$ cat src/inc/fsp_pkg.sv
`default_nettype none
package fsp_pkg;
    // ----------------------------------------
    // register map, byte offsets on the bus
    // ----------------------------------------
    localparam int              AV_ADDR_W = 5;
    localparam int              REG_N     = 6;
    localparam int              RI_CTRL   = 0;
    localparam int              RI_KEY    = 1;
    localparam int              RI_PTR    = 2;
    localparam int              RI_TWL    = 3;
    localparam int              RI_TWH    = 4;
    localparam int              RI_STAT   = 5;
    localparam logic [4:0]      OFF_CTRL  = 5'h00;
    localparam logic [4:0]      OFF_KEY   = 5'h04;
    localparam logic [4:0]      OFF_PTR   = 5'h08;
    localparam logic [4:0]      OFF_TWL   = 5'h0C;
    localparam logic [4:0]      OFF_TWH   = 5'h10;
    localparam logic [4:0]      OFF_STAT  = 5'h14;
    // field positions and reset values
    localparam int              CTRL_START_BIT  = 15;
    localparam int              CTRL_OP_LSB     = 0;
    localparam int              STAT_BUSY_BIT   = 0;
    localparam int              STAT_ARMED_BIT  = 1;
    localparam int              STAT_KEYERR_BIT = 2;
    localparam int              STAT_FILL_LSB   = 8;
    localparam logic [22:0]     PTR_RST         = 23'h00_0000;
    localparam logic [7:0]      KEY_FIRST       = 8'h55;
    localparam logic [7:0]      KEY_SECOND      = 8'hAA;
    // ----------------------------------------
    // flash geometry and timing
    // ----------------------------------------
    localparam int              ADDR_W      = 23;
    localparam int              WORD_W      = 24;
    localparam int              LO_W        = 16;
    localparam int              HI_W        = WORD_W - LO_W;
    localparam int              IDX_W       = 6;
    localparam int              ROW_INSTR   = 64;
    localparam int              PAGE_ROWS   = 8;
    localparam int              PAGE_INSTR  = ROW_INSTR * PAGE_ROWS;
    localparam int              INSTR_BYTES = 3;
    localparam int              ROW_BYTES   = ROW_INSTR * INSTR_BYTES;
    localparam int              PAGE_BYTES  = PAGE_INSTR * INSTR_BYTES;
    localparam logic [6:0]      FILL_MAX    = 7'h40;
    localparam int              CNT_W       = 18;
    localparam int              ROW_WRITE_FRC_CYC  = 168517;
    localparam int              WORD_WRITE_FRC_CYC = 168517;
    localparam int              PAGE_ERASE_FRC_CYC = 168517;
    // ----------------------------------------
    // types
    // ----------------------------------------
    typedef enum logic [1:0] {
        OP_NONE = 2'b00,
        OP_ROW  = 2'b01,
        OP_WORD = 2'b10,
        OP_PAGE = 2'b11
    } fsp_op_t;
    typedef enum logic [2:0] {
        ST_IDLE = 3'b001,
        ST_RUN  = 3'b010,
        ST_FIN  = 3'b100
    } fsp_state_t;
    typedef enum logic [2:0] {
        KS_NONE  = 3'b001,
        KS_HALF  = 3'b010,
        KS_ARMED = 3'b100
    } fsp_key_t;
endpackage
`default_nettype wire
$ cat src/inc/fsp_core_if.sv
`default_nettype none
interface fsp_core_if;
    import fsp_pkg::*;
    logic               wr_en;
    logic [IDX_W-1:0]   wr_idx;
    logic [WORD_W-1:0]  wr_data;
    logic [IDX_W-1:0]   rd_idx;
    logic [WORD_W-1:0]  rd_data;
    logic               tmr_start;
    logic [CNT_W-1:0]   tmr_limit;
    logic               tmr_done;
    modport ctl (output wr_en, wr_idx, wr_data, rd_idx, tmr_start, tmr_limit,
                 input rd_data, tmr_done);
    modport hb (input wr_en, wr_idx, wr_data, rd_idx, output rd_data);
    modport tmr (input tmr_start, tmr_limit, output tmr_done);
endinterface
`default_nettype wire

$ cat src/hw/fsp_flash_seq.sv
// Our own choices: the address map and the Avalon-MM slave port.
`default_nettype none
// ------------------------------------------------------------
// ------------------------------------------------------------
module fsp_flash_seq
#(
    parameter int ROW_FRC_CYC  = fsp_pkg::ROW_WRITE_FRC_CYC,
    parameter int WORD_FRC_CYC = fsp_pkg::WORD_WRITE_FRC_CYC,
    parameter int PAGE_FRC_CYC = fsp_pkg::PAGE_ERASE_FRC_CYC
)
(
    input  wire logic                          clk,
    input  wire logic                          srst,
    input  wire logic [fsp_pkg::AV_ADDR_W-1:0] avs_address,
    input  wire logic                          avs_read,
    input  wire logic                          avs_write,
    input  wire logic [31:0]                   avs_writedata,
    input  wire logic [3:0]                    avs_byteenable,
    output logic      [31:0]                   avs_readdata,
    output logic                               avs_waitrequest,
    input  wire logic                          frc_osc_in,
    input  wire logic [fsp_pkg::IDX_W-1:0]     flash_rd_idx,
    output logic      [fsp_pkg::WORD_W-1:0]    flash_rd_data,
    output logic                               flash_op_busy,
    output logic                               flash_op_start,
    output fsp_pkg::fsp_op_t                   flash_op_kind,
    output logic      [fsp_pkg::ADDR_W-1:0]    flash_op_addr
);
    import fsp_pkg::*;

    // ----------------------------------------
    // decode helpers
    // ----------------------------------------
    function automatic logic [REG_N-1:0] reg_sel(input logic [AV_ADDR_W-1:0] a);
        logic [REG_N-1:0] s;
        s = '0;
        case (a)
            OFF_CTRL: s[RI_CTRL] = 1'b1;
            OFF_KEY:  s[RI_KEY]  = 1'b1;
            OFF_PTR:  s[RI_PTR]  = 1'b1;
            OFF_TWL:  s[RI_TWL]  = 1'b1;
            OFF_TWH:  s[RI_TWH]  = 1'b1;
            OFF_STAT: s[RI_STAT] = 1'b1;
            default:  s = '0;
        endcase
        return s;
    endfunction

    // byte lanes left off keep the old contents
    function automatic logic [31:0] be_merge(input logic [31:0] old,
                                             input logic [31:0] wd,
                                             input logic [3:0]  be);
        logic [31:0] m;
        m = '0;
        for (int i = 0; i < 4; i++)
        begin
            m[i*8 +: 8] = {8{be[i]}};
        end
        return (old & ~m) | (wd & m);
    endfunction

    // ----------------------------------------
    // state
    // ----------------------------------------
    fsp_core_if         core ();
    fsp_state_t         st_r;
    fsp_key_t           key_r;
    fsp_op_t            ctrl_op_r;
    fsp_op_t            op_kind_r;
    fsp_op_t            op_new;
    logic               ctrl_start_r;
    logic               busy_r;
    logic               phase_r;
    logic               key_err_r;
    logic               start_pulse_r;
    logic [ADDR_W-1:0]  ptr_r;
    logic [ADDR_W-1:0]  op_addr_r;
    logic [IDX_W-1:0]   fill_idx_r;
    logic [6:0]         fill_cnt_r;
    logic [LO_W-1:0]    lo_stage_r;
    logic [31:0]        rdata_r;
    logic [31:0]        rd_mux;
    logic [31:0]        ctrl_rd;
    logic [31:0]        ctrl_new;
    logic [REG_N-1:0]   sel;
    logic               req;
    logic               accept;
    logic               wr_acc;
    logic               start_req;
    logic               start_go;
    logic               key_bad;

    // ----------------------------------------
    // bus slave
    // ----------------------------------------
    // every access takes one wait cycle so read data come from a flop;
    // while busy the answer is held back, which stalls the processor
    assign req             = avs_read | avs_write;
    assign avs_waitrequest = busy_r | ~phase_r;
    assign accept          = req & ~avs_waitrequest;
    assign wr_acc          = accept & avs_write;
    assign sel             = reg_sel(avs_address);
    assign avs_readdata    = rdata_r;

    // first cycle of an access arms the answer for the next edge
    always_ff @(posedge clk)
    begin
        if (srst)
        begin
            phase_r <= 1'b0;
        end
        else if (accept)
        begin
            phase_r <= 1'b0;
        end
        else if (req && !busy_r)
        begin
            phase_r <= 1'b1;
        end
    end

    // read multiplexer; the key register reads as zero
    always_comb
    begin
        ctrl_rd                               = '0;
        ctrl_rd[CTRL_START_BIT]               = ctrl_start_r;
        ctrl_rd[CTRL_OP_LSB +: 2]             = ctrl_op_r;
        rd_mux                                = '0;
        if (sel[RI_CTRL])
        begin
            rd_mux = ctrl_rd;
        end
        else if (sel[RI_PTR])
        begin
            rd_mux[ADDR_W-1:0] = ptr_r;
        end
        else if (sel[RI_STAT])
        begin
            rd_mux[STAT_BUSY_BIT]         = busy_r;
            rd_mux[STAT_ARMED_BIT]        = (key_r == KS_ARMED);
            rd_mux[STAT_KEYERR_BIT]       = key_err_r;
            rd_mux[STAT_FILL_LSB +: 7]    = fill_cnt_r;
        end
    end

    // read data captured during the wait cycle, standing until the next
    always_ff @(posedge clk)
    begin
        if (srst)
        begin
            rdata_r <= '0;
        end
        else if (avs_read && !phase_r && !busy_r)
        begin
            rdata_r <= rd_mux;
        end
    end

    // ----------------------------------------
    // control register and start qualification
    // ----------------------------------------
    assign ctrl_new  = be_merge(ctrl_rd, avs_writedata, avs_byteenable);
    assign op_new    = fsp_op_t'(ctrl_new[CTRL_OP_LSB +: 2]);
    assign start_req = wr_acc & sel[RI_CTRL] & ctrl_new[CTRL_START_BIT];
    assign start_go  = start_req & (key_r == KS_ARMED) & (op_new != OP_NONE);
    assign key_bad   = start_req & (key_r != KS_ARMED);

    // operation select only moves between operations
    always_ff @(posedge clk)
    begin
        if (srst)
        begin
            ctrl_op_r <= OP_NONE;
        end
        else if (wr_acc && sel[RI_CTRL] && !busy_r)
        begin
            ctrl_op_r <= op_new;
        end
    end

    // start bit: set by a qualified start, cleared by hardware at the end
    always_ff @(posedge clk)
    begin
        if (srst)
        begin
            ctrl_start_r <= 1'b0;
        end
        else if (start_go)
        begin
            ctrl_start_r <= 1'b1;
        end
        else if (st_r == ST_FIN)
        begin
            ctrl_start_r <= 1'b0;
        end
    end

    // ----------------------------------------
    // unlock sequence
    // ----------------------------------------
    // any other write, the start write included, drops the unlock
    always_ff @(posedge clk)
    begin
        if (srst)
        begin
            key_r <= KS_NONE;
        end
        else if (wr_acc)
        begin
            if (sel[RI_KEY] && avs_byteenable[0])
            begin
                case (key_r)
                    KS_HALF:
                    begin
                        key_r <= (avs_writedata[7:0] == KEY_SECOND) ? KS_ARMED :
                                 (avs_writedata[7:0] == KEY_FIRST) ? KS_HALF : KS_NONE;
                    end
                    default:
                    begin
                        key_r <= (avs_writedata[7:0] == KEY_FIRST) ? KS_HALF : KS_NONE;
                    end
                endcase
            end
            else
            begin
                key_r <= KS_NONE;
            end
        end
    end

    // refused start is sticky; write one to clear, a new refusal wins
    always_ff @(posedge clk)
    begin
        if (srst)
        begin
            key_err_r <= 1'b0;
        end
        else if (key_bad)
        begin
            key_err_r <= 1'b1;
        end
        else if (wr_acc && sel[RI_STAT] && avs_byteenable[0] &&
                 avs_writedata[STAT_KEYERR_BIT])
        begin
            key_err_r <= 1'b0;
        end
    end

    // ----------------------------------------
    // table pointer and buffer fill
    // ----------------------------------------
    // writing the pointer restarts the fill at its row offset
    always_ff @(posedge clk)
    begin
        if (srst)
        begin
            ptr_r      <= PTR_RST;
            fill_idx_r <= '0;
            fill_cnt_r <= '0;
            lo_stage_r <= '0;
        end
        else if (st_r == ST_FIN)
        begin
            fill_cnt_r <= '0;
        end
        else if (wr_acc && sel[RI_PTR])
        begin
            ptr_r      <= ADDR_W'(be_merge(32'(ptr_r), avs_writedata, avs_byteenable));
            fill_idx_r <= avs_writedata[IDX_W-1:0];
            fill_cnt_r <= '0;
        end
        else if (wr_acc && sel[RI_TWL])
        begin
            lo_stage_r <= avs_writedata[LO_W-1:0];
        end
        else if (wr_acc && sel[RI_TWH])
        begin
            fill_idx_r <= fill_idx_r + IDX_W'(1);
            if (fill_cnt_r != FILL_MAX)
            begin
                fill_cnt_r <= fill_cnt_r + 7'(1);
            end
        end
    end

    // high-half write commits the staged word; wraps within one row
    assign core.wr_en   = wr_acc & sel[RI_TWH];
    assign core.wr_idx  = fill_idx_r;
    assign core.wr_data = {avs_writedata[HI_W-1:0], lo_stage_r};
    assign core.rd_idx  = flash_rd_idx;
    assign flash_rd_data = core.rd_data;

    fsp_hold_buf #(
        .DEPTH (ROW_INSTR)
    ) u_hold_buf (
        .clk  (clk),
        .core (core)
    );

    // ----------------------------------------
    // operation sequencer
    // ----------------------------------------
    assign core.tmr_start = start_go;
    assign core.tmr_limit = (op_new == OP_ROW)  ? CNT_W'(ROW_FRC_CYC) :
                            (op_new == OP_PAGE) ? CNT_W'(PAGE_FRC_CYC) :
                                                  CNT_W'(WORD_FRC_CYC);

    fsp_frc_timer u_frc_timer (
        .clk        (clk),
        .srst       (srst),
        .frc_osc_in (frc_osc_in),
        .core       (core)
    );

    // idle, run on the oscillator count, one finishing cycle
    always_ff @(posedge clk)
    begin
        if (srst)
        begin
            st_r <= ST_IDLE;
        end
        else
        begin
            case (st_r)
                ST_IDLE: st_r <= start_go ? ST_RUN : ST_IDLE;
                ST_RUN:  st_r <= core.tmr_done ? ST_FIN : ST_RUN;
                ST_FIN:  st_r <= ST_IDLE;
                default: st_r <= ST_IDLE;
            endcase
        end
    end

    // busy covers the whole operation so the processor stays stalled
    always_ff @(posedge clk)
    begin
        if (srst)
        begin
            busy_r <= 1'b0;
        end
        else if (start_go)
        begin
            busy_r <= 1'b1;
        end
        else if (st_r == ST_FIN)
        begin
            busy_r <= 1'b0;
        end
    end

    // target latched at start; row and page targets aligned to their boundary, a word target kept as is
    always_ff @(posedge clk)
    begin
        if (srst)
        begin
            op_kind_r     <= OP_NONE;
            op_addr_r     <= '0;
            start_pulse_r <= 1'b0;
        end
        else
        begin
            start_pulse_r <= start_go;
            if (start_go)
            begin
                op_kind_r <= op_new;
                case (op_new)
                    OP_ROW:  op_addr_r <= ptr_r & ~ADDR_W'(ROW_INSTR - 1);
                    OP_PAGE: op_addr_r <= ptr_r & ~ADDR_W'(PAGE_INSTR - 1);
                    default: op_addr_r <= ptr_r;
                endcase
            end
        end
    end

    assign flash_op_busy  = busy_r;
    assign flash_op_start = start_pulse_r;
    assign flash_op_kind  = op_kind_r;
    assign flash_op_addr  = op_addr_r;
endmodule // fsp_flash_seq
`default_nettype wire

$ cat src/hw/fsp_frc_timer.sv
`default_nettype none
module fsp_frc_timer
(
    input  wire logic clk,
    input  wire logic srst,
    input  wire logic frc_osc_in,
    fsp_core_if.tmr   core
);
    import fsp_pkg::*;
    // ----------------------------------------
    // oscillator synchroniser and edge detect
    // ----------------------------------------
    logic             sync1_r;
    logic             sync2_r;
    logic             sync3_r;
    logic             frc_rise;
    logic             run_r;
    logic             done_r;
    logic [CNT_W-1:0] cnt_r;
    logic [CNT_W-1:0] limit_r;

    // two flops before anything looks at the pin
    always_ff @(posedge clk)
    begin
        if (srst)
        begin
            sync1_r <= 1'b0;
            sync2_r <= 1'b0;
            sync3_r <= 1'b0;
        end
        else
        begin
            sync1_r <= frc_osc_in;
            sync2_r <= sync1_r;
            sync3_r <= sync2_r;
        end
    end
    assign frc_rise = sync2_r & ~sync3_r;

    // ----------------------------------------
    // cycle counter
    // ----------------------------------------
    // duration follows the oscillator, not clk, so tuning shifts it
    always_ff @(posedge clk)
    begin
        if (srst)
        begin
            run_r   <= 1'b0;
            done_r  <= 1'b0;
            cnt_r   <= '0;
            limit_r <= '0;
        end
        else
        begin
            done_r <= 1'b0;
            if (core.tmr_start)
            begin
                run_r   <= 1'b1;
                cnt_r   <= '0;
                limit_r <= core.tmr_limit;
            end
            else if (run_r && frc_rise)
            begin
                if (cnt_r == limit_r - CNT_W'(1))
                begin
                    run_r  <= 1'b0;
                    done_r <= 1'b1;
                end
                cnt_r <= cnt_r + CNT_W'(1);
            end
        end
    end
    assign core.tmr_done = done_r;
endmodule // fsp_frc_timer
`default_nettype wire

$ cat src/hw/fsp_hold_buf.sv
`default_nettype none
module fsp_hold_buf
#(
    parameter int DEPTH = fsp_pkg::ROW_INSTR
)
(
    input  wire logic clk,
    fsp_core_if.hb    core
);
    import fsp_pkg::*;
    // ----------------------------------------
    // holding buffer, one row of instructions
    // ----------------------------------------
    logic [WORD_W-1:0] mem [DEPTH];

    // data words carry no reset; software refills before each row
    always_ff @(posedge clk)
    begin
        if (core.wr_en)
        begin
            mem[core.wr_idx] <= core.wr_data;
        end
    end

    // registered read port toward the array programmer
    always_ff @(posedge clk)
    begin
        core.rd_data <= mem[core.rd_idx];
    end
endmodule // fsp_hold_buf
`default_nettype wire

$ cat config.mk
export PLATFORM = sky130hd
export DESIGN_NAME = fsp_flash_seq
export DESIGN_NICKNAME = d
export VERILOG_FILES = /design/src/inc/fsp_pkg.sv /design/src/inc/fsp_core_if.sv /design/src/hw/fsp_flash_seq.sv /design/src/hw/fsp_frc_timer.sv /design/src/hw/fsp_hold_buf.sv
export SDC_FILE = /design/constraint.sdc
export NUM_CORES = 2
export LEC_CHECK = 0
export ABC_AREA = 1
export BUFFER_PORTS_ARGS = -buffer_cell sky130_fd_sc_hd__buf_4
export CAP_MARGIN = 25
export CORE_UTILIZATION = 39
export CTS_BUF_LIST = sky130_fd_sc_hd__clkbuf_4 sky130_fd_sc_hd__clkbuf_8
export CTS_CLUSTER_DIAMETER = 120
export CTS_CLUSTER_SIZE = 12
export DETAILED_ROUTE_END_ITERATION = 6
export PLACE_DENSITY = 0.57
export SYNTH_ARGS = -nofsm -noshare
export SYNTH_HDL_FRONTEND = slang
export SYNTH_SLANG_ARGS = --single-unit
$ cat constraint.sdc
create_clock -name clk -period 3.5 [get_ports clk]
set_input_delay 0.525 -clock clk [delete_from_list [all_inputs] [get_ports clk]]
set_output_delay 0.525 -clock clk [all_outputs]
set_load 0.01 [all_outputs]
==> results.ini <==
[place]
gp_congestion = 0.8689
dp_hpwl_um = 110500
pre_cts_ws_ns = 0.5594
port_buffers = 116

[floorplanning]
io_pins = 136
die_h_um = 420.4
fp-row-count = 153
die_area_mm2 = 0.1767
initial_core_util_pct = 39.27
fp.coreArea_mm2 = 0.1738
die_x_um = 420.4

[layout]
fin_nets = 6231
fillers = 16110
syn2layout_area_growth_pct = 11.82
layout-drive-gt1-share_pct = 10.92

[power]
share_comb_of_total_power_pct = 6.2
p_leak_nw = 28.20
vdd_ir_drop_max_mv = 0.3232
power_frac_seq_pct = 61.7
powerDensity_mw_per_mm2 = 465.4
swShare_pct = 23.15
power_switching_mw = 8.225
internal-power_mw = 27.30
power.share.clock_pct = 32.1

[global_routing]
grt_first_pass_wirelength_um = 282800
grt.overflow.total = 0
grt_use_total_pct = 21.61
grt_pass1_vias = 42620
top_usage_layer = met2
grt_util_met3_pct = 3.610
antenna_found_initial = 3
grt_util_met1_pct = 30.68
grt_max_degree = 159
grt.met2_usage_pct = 33.88

[hold_path]
min_path_cells = 1
hold-path-endpoint = u_hold_buf.mem[4][18]
worst_hold_path_type = in2reg
min-delay-start = avs_writedata[2]

[cts]
cts_tree = yes
path_clk_slew_ns = 0.09
cts_buffers = 159
clockBufferDepth = 3
cts.htree.levels = 4
cts_setup_buffers = 0
post_cts_resized = 0
cts-root-buf = clkbuf_8
numClockSinks = 1696
insertion_delay_ns = 0.95

[detailed_routing]
drt_iter0_drc = 4710
drt_wl_total_um = 192600
drtAntennaViolNets = 0
vias = 45390
wl_per_cell_um = 22.48
viasPerCell = 5.299
drt_pass1_iterations = 5
drc_errors = 0

[sta]
setup_ws_ns = 0.7943
rsz0062_at_grt = false
fin_crit_sh_pct = 77.31
timing.fmax_mhz = 369.6
drv_slew = 0
clock_skew_ns = 0.04932
slew_headroom_pct = 28.37
hold_viol = 0
setup_viol = 0
fin_crit_ns = 2.706
tightest_slew_ns = 1.074
fin_setup_tns_ns = 0

[worst_setup_path]
rrSetupSlack_ns = 0.79
cp-end-kind = flip-flop
rr_worst_depth = 9
cp-start-kind = flip-flop
crit_buf_inv = 4
path_max_fanout = 19
arrival_ns = 3.58
cp_slowest_cell = dlygate4sd3_1
regToRegStartpoint = flash_op_busy
cp_cell_sequence = inv_2 -> nand3_4 -> inv_2 -> nand2_4 -> nor2_8 -> nand3_1 -> dlygate4sd3_1 -> a21oi_1 -> dlygate4sd3_1
criticalPathCategory = reg2reg
critical_path_required_ns = 4.37
critPathTopFamily = buffers and inverters
slowest_delay_ns = 0.58

[synth]
ys.flop_type = edfxtp_1
synth_area_mm2 = 0.06826
synth_seq_area_share_pct = 72.26
synth_top_area_cell = edfxtp_1
synth_cells = 6013
ys_types = 49
synth_warnings = 0
yosysTopAreaCellShare_pct = 67.57
synth.area.top_cells = edfxtp_1, nand2_1, nand3_1
syn_area_per_cell_um2 = 11.35
synth_edf_count = 1536
async_reset_ff_share_pct = 0
ys_seq_elements = 1696

[run_status]
status = finished, final reports clean

[run]
max_cap_violations = 0

cells in the mapped netlist, drive strengths merged, types with 2 or more instances:
cell	count
nand2	2162
edfxtp	1536
nand3	1359
buf	268
dfxtp	160
nor2	117
clkbuf	105
inv	98
a21oi	81
o21ai	47
nor3	22
nand4	11
xor2	10
nor4	8
o22ai	5
ha	4
a31oi	3
nand3b	2
o211ai	2
or2	2
xnor2	2
routing by layer:
| metal | up-vias | part of all wire [%] |
|---|---|---|
| met4 | 0 | 2.8 |
| met5 | - | 0 |
| met2 | 1597 | 46 |
| li1 | 21150 | - |
| met3 | 225 | 7.0 |
| met1 | 22420 | 44 |
placed cells by master (no fill, tap or decap), drive strengths merged, types with 11 or more instances in the layout:
| cell | count |
|---|---|
| dfxtp | 160 |
| edfxtp | 1536 |
| nand3 | 1359 |
| inv | 106 |
| clkbuf | 214 |
| nand4 | 11 |
| o21ai | 47 |
| buf | 325 |
| nand2 | 2162 |
| a21oi | 81 |
| nor3 | 22 |
| nor2 | 117 |
| dlygate4sd3 | 41 |
registers in the layout, indices dropped and copies added, names as in the netlist, named ones only:
| name | cells |
|---|---|
| avs_readdata | 23 |
| core.wr_idx | 6 |
| ctrl_op_r | 2 |
| fill_cnt_r | 7 |
| flash_op_addr | 23 |
| flash_op_busy | 1 |
| flash_op_kind | 2 |
| flash_op_start | 1 |
| key_err_r | 1 |
| key_r | 3 |
| lo_stage_r | 16 |
| phase_r | 1 |
| st_r | 3 |
| u_frc_timer.cnt_r | 18 |
| u_frc_timer.core.tmr_done | 1 |
| u_frc_timer.limit_r | 1 |
| u_frc_timer.run_r | 1 |
| u_frc_timer.sync1_r | 1 |
| u_frc_timer.sync2_r | 1 |
| u_frc_timer.sync3_r | 1 |
| u_hold_buf.core.rd_data | 24 |
| u_hold_buf.mem | 1536 |
repair_timing:
action | in CTS | in global routing
hold buffers | 41 | 0
endpoints found under the hold margin | 73 | 0
setup endpoints to repair | 0 | 0
power groups by stage:
stage | logic [mW] | registers [mW] | clock network (mW)
4_1_cts | 2.19 | 21.9 | 11.7
6_report | 2.20 | 21.9 | 11.4
2_1_floorplan | 1.19 | 22.4 | 0
5_1_grt | 2.37 | 21.9 | 12.4
3_3_place_gp | 2.15 | 22.4 | 0
3_5_place_dp | 2.16 | 22.4 | 0
cells by family (layout without fill, tap and decap cells):
kind of cell / Yosys count / count (layout) / share of synthesized area [%]
buf+inv: 472 / 689 / 3.189
other cells: 1 / 12 / 0.005494
fa+ha+maj: 4 / 4 / 0.07332
compound gates: 142 / 142 / 1.103
flops: 1696 / 1696 / 72.26
simple gates: 3686 / 3686 / 23.21
xor+xnor: 12 / 12 / 0.1540
worst max-delay path by stage:
stage          cells after the start            from                      to
2_1_floorplan                      7  avs_address[1]   u_hold_buf.mem[14][0]
3_3_place_gp                      10  avs_address[1]  u_hold_buf.mem[27][21]
3_5_place_dp                      10  avs_address[1]  u_hold_buf.mem[27][22]
4_1_cts                            9   flash_op_busy               flip-flop
5_1_grt                            9   flash_op_busy               flip-flop
6_report                           9   flash_op_busy               flip-flop
through the flow:
stage	power [mW]	hold WS [ns]	util, %	instances	instance area, um2
6_report	35.53	0.08854	43.91	8566	76330
2_1_floorplan	23.58	0.3883	-	6021	68290
5_1_grt	36.68	0.03547	43.91	8564	76330
4_1_cts	35.81	0.00004086	43.87	8560	76260
3_5_place_dp	24.55	0.4131	42.07	8295	73120
3_3_place_gp	24.54	0.4144	42.07	8295	73120
cell type report:
class / count / area (um2) / share of cell area (%)
tap: 2325 / 2909 / 3.811
clock buffer: 214 / 2633 / 3.449
sequential: 1696 / 49350 / 64.65
timing repair buffer: 366 / 3911 / 5.124
inverter: 99 / 399.1 / 0.5229
clock inverter: 10 / 96.34 / 0.1262
antenna: 3 / 7.507 / 0.009835
multi-input combinational: 3853 / 17030 / 22.31
No activity file was read; power rests on OpenSTA's default activity.
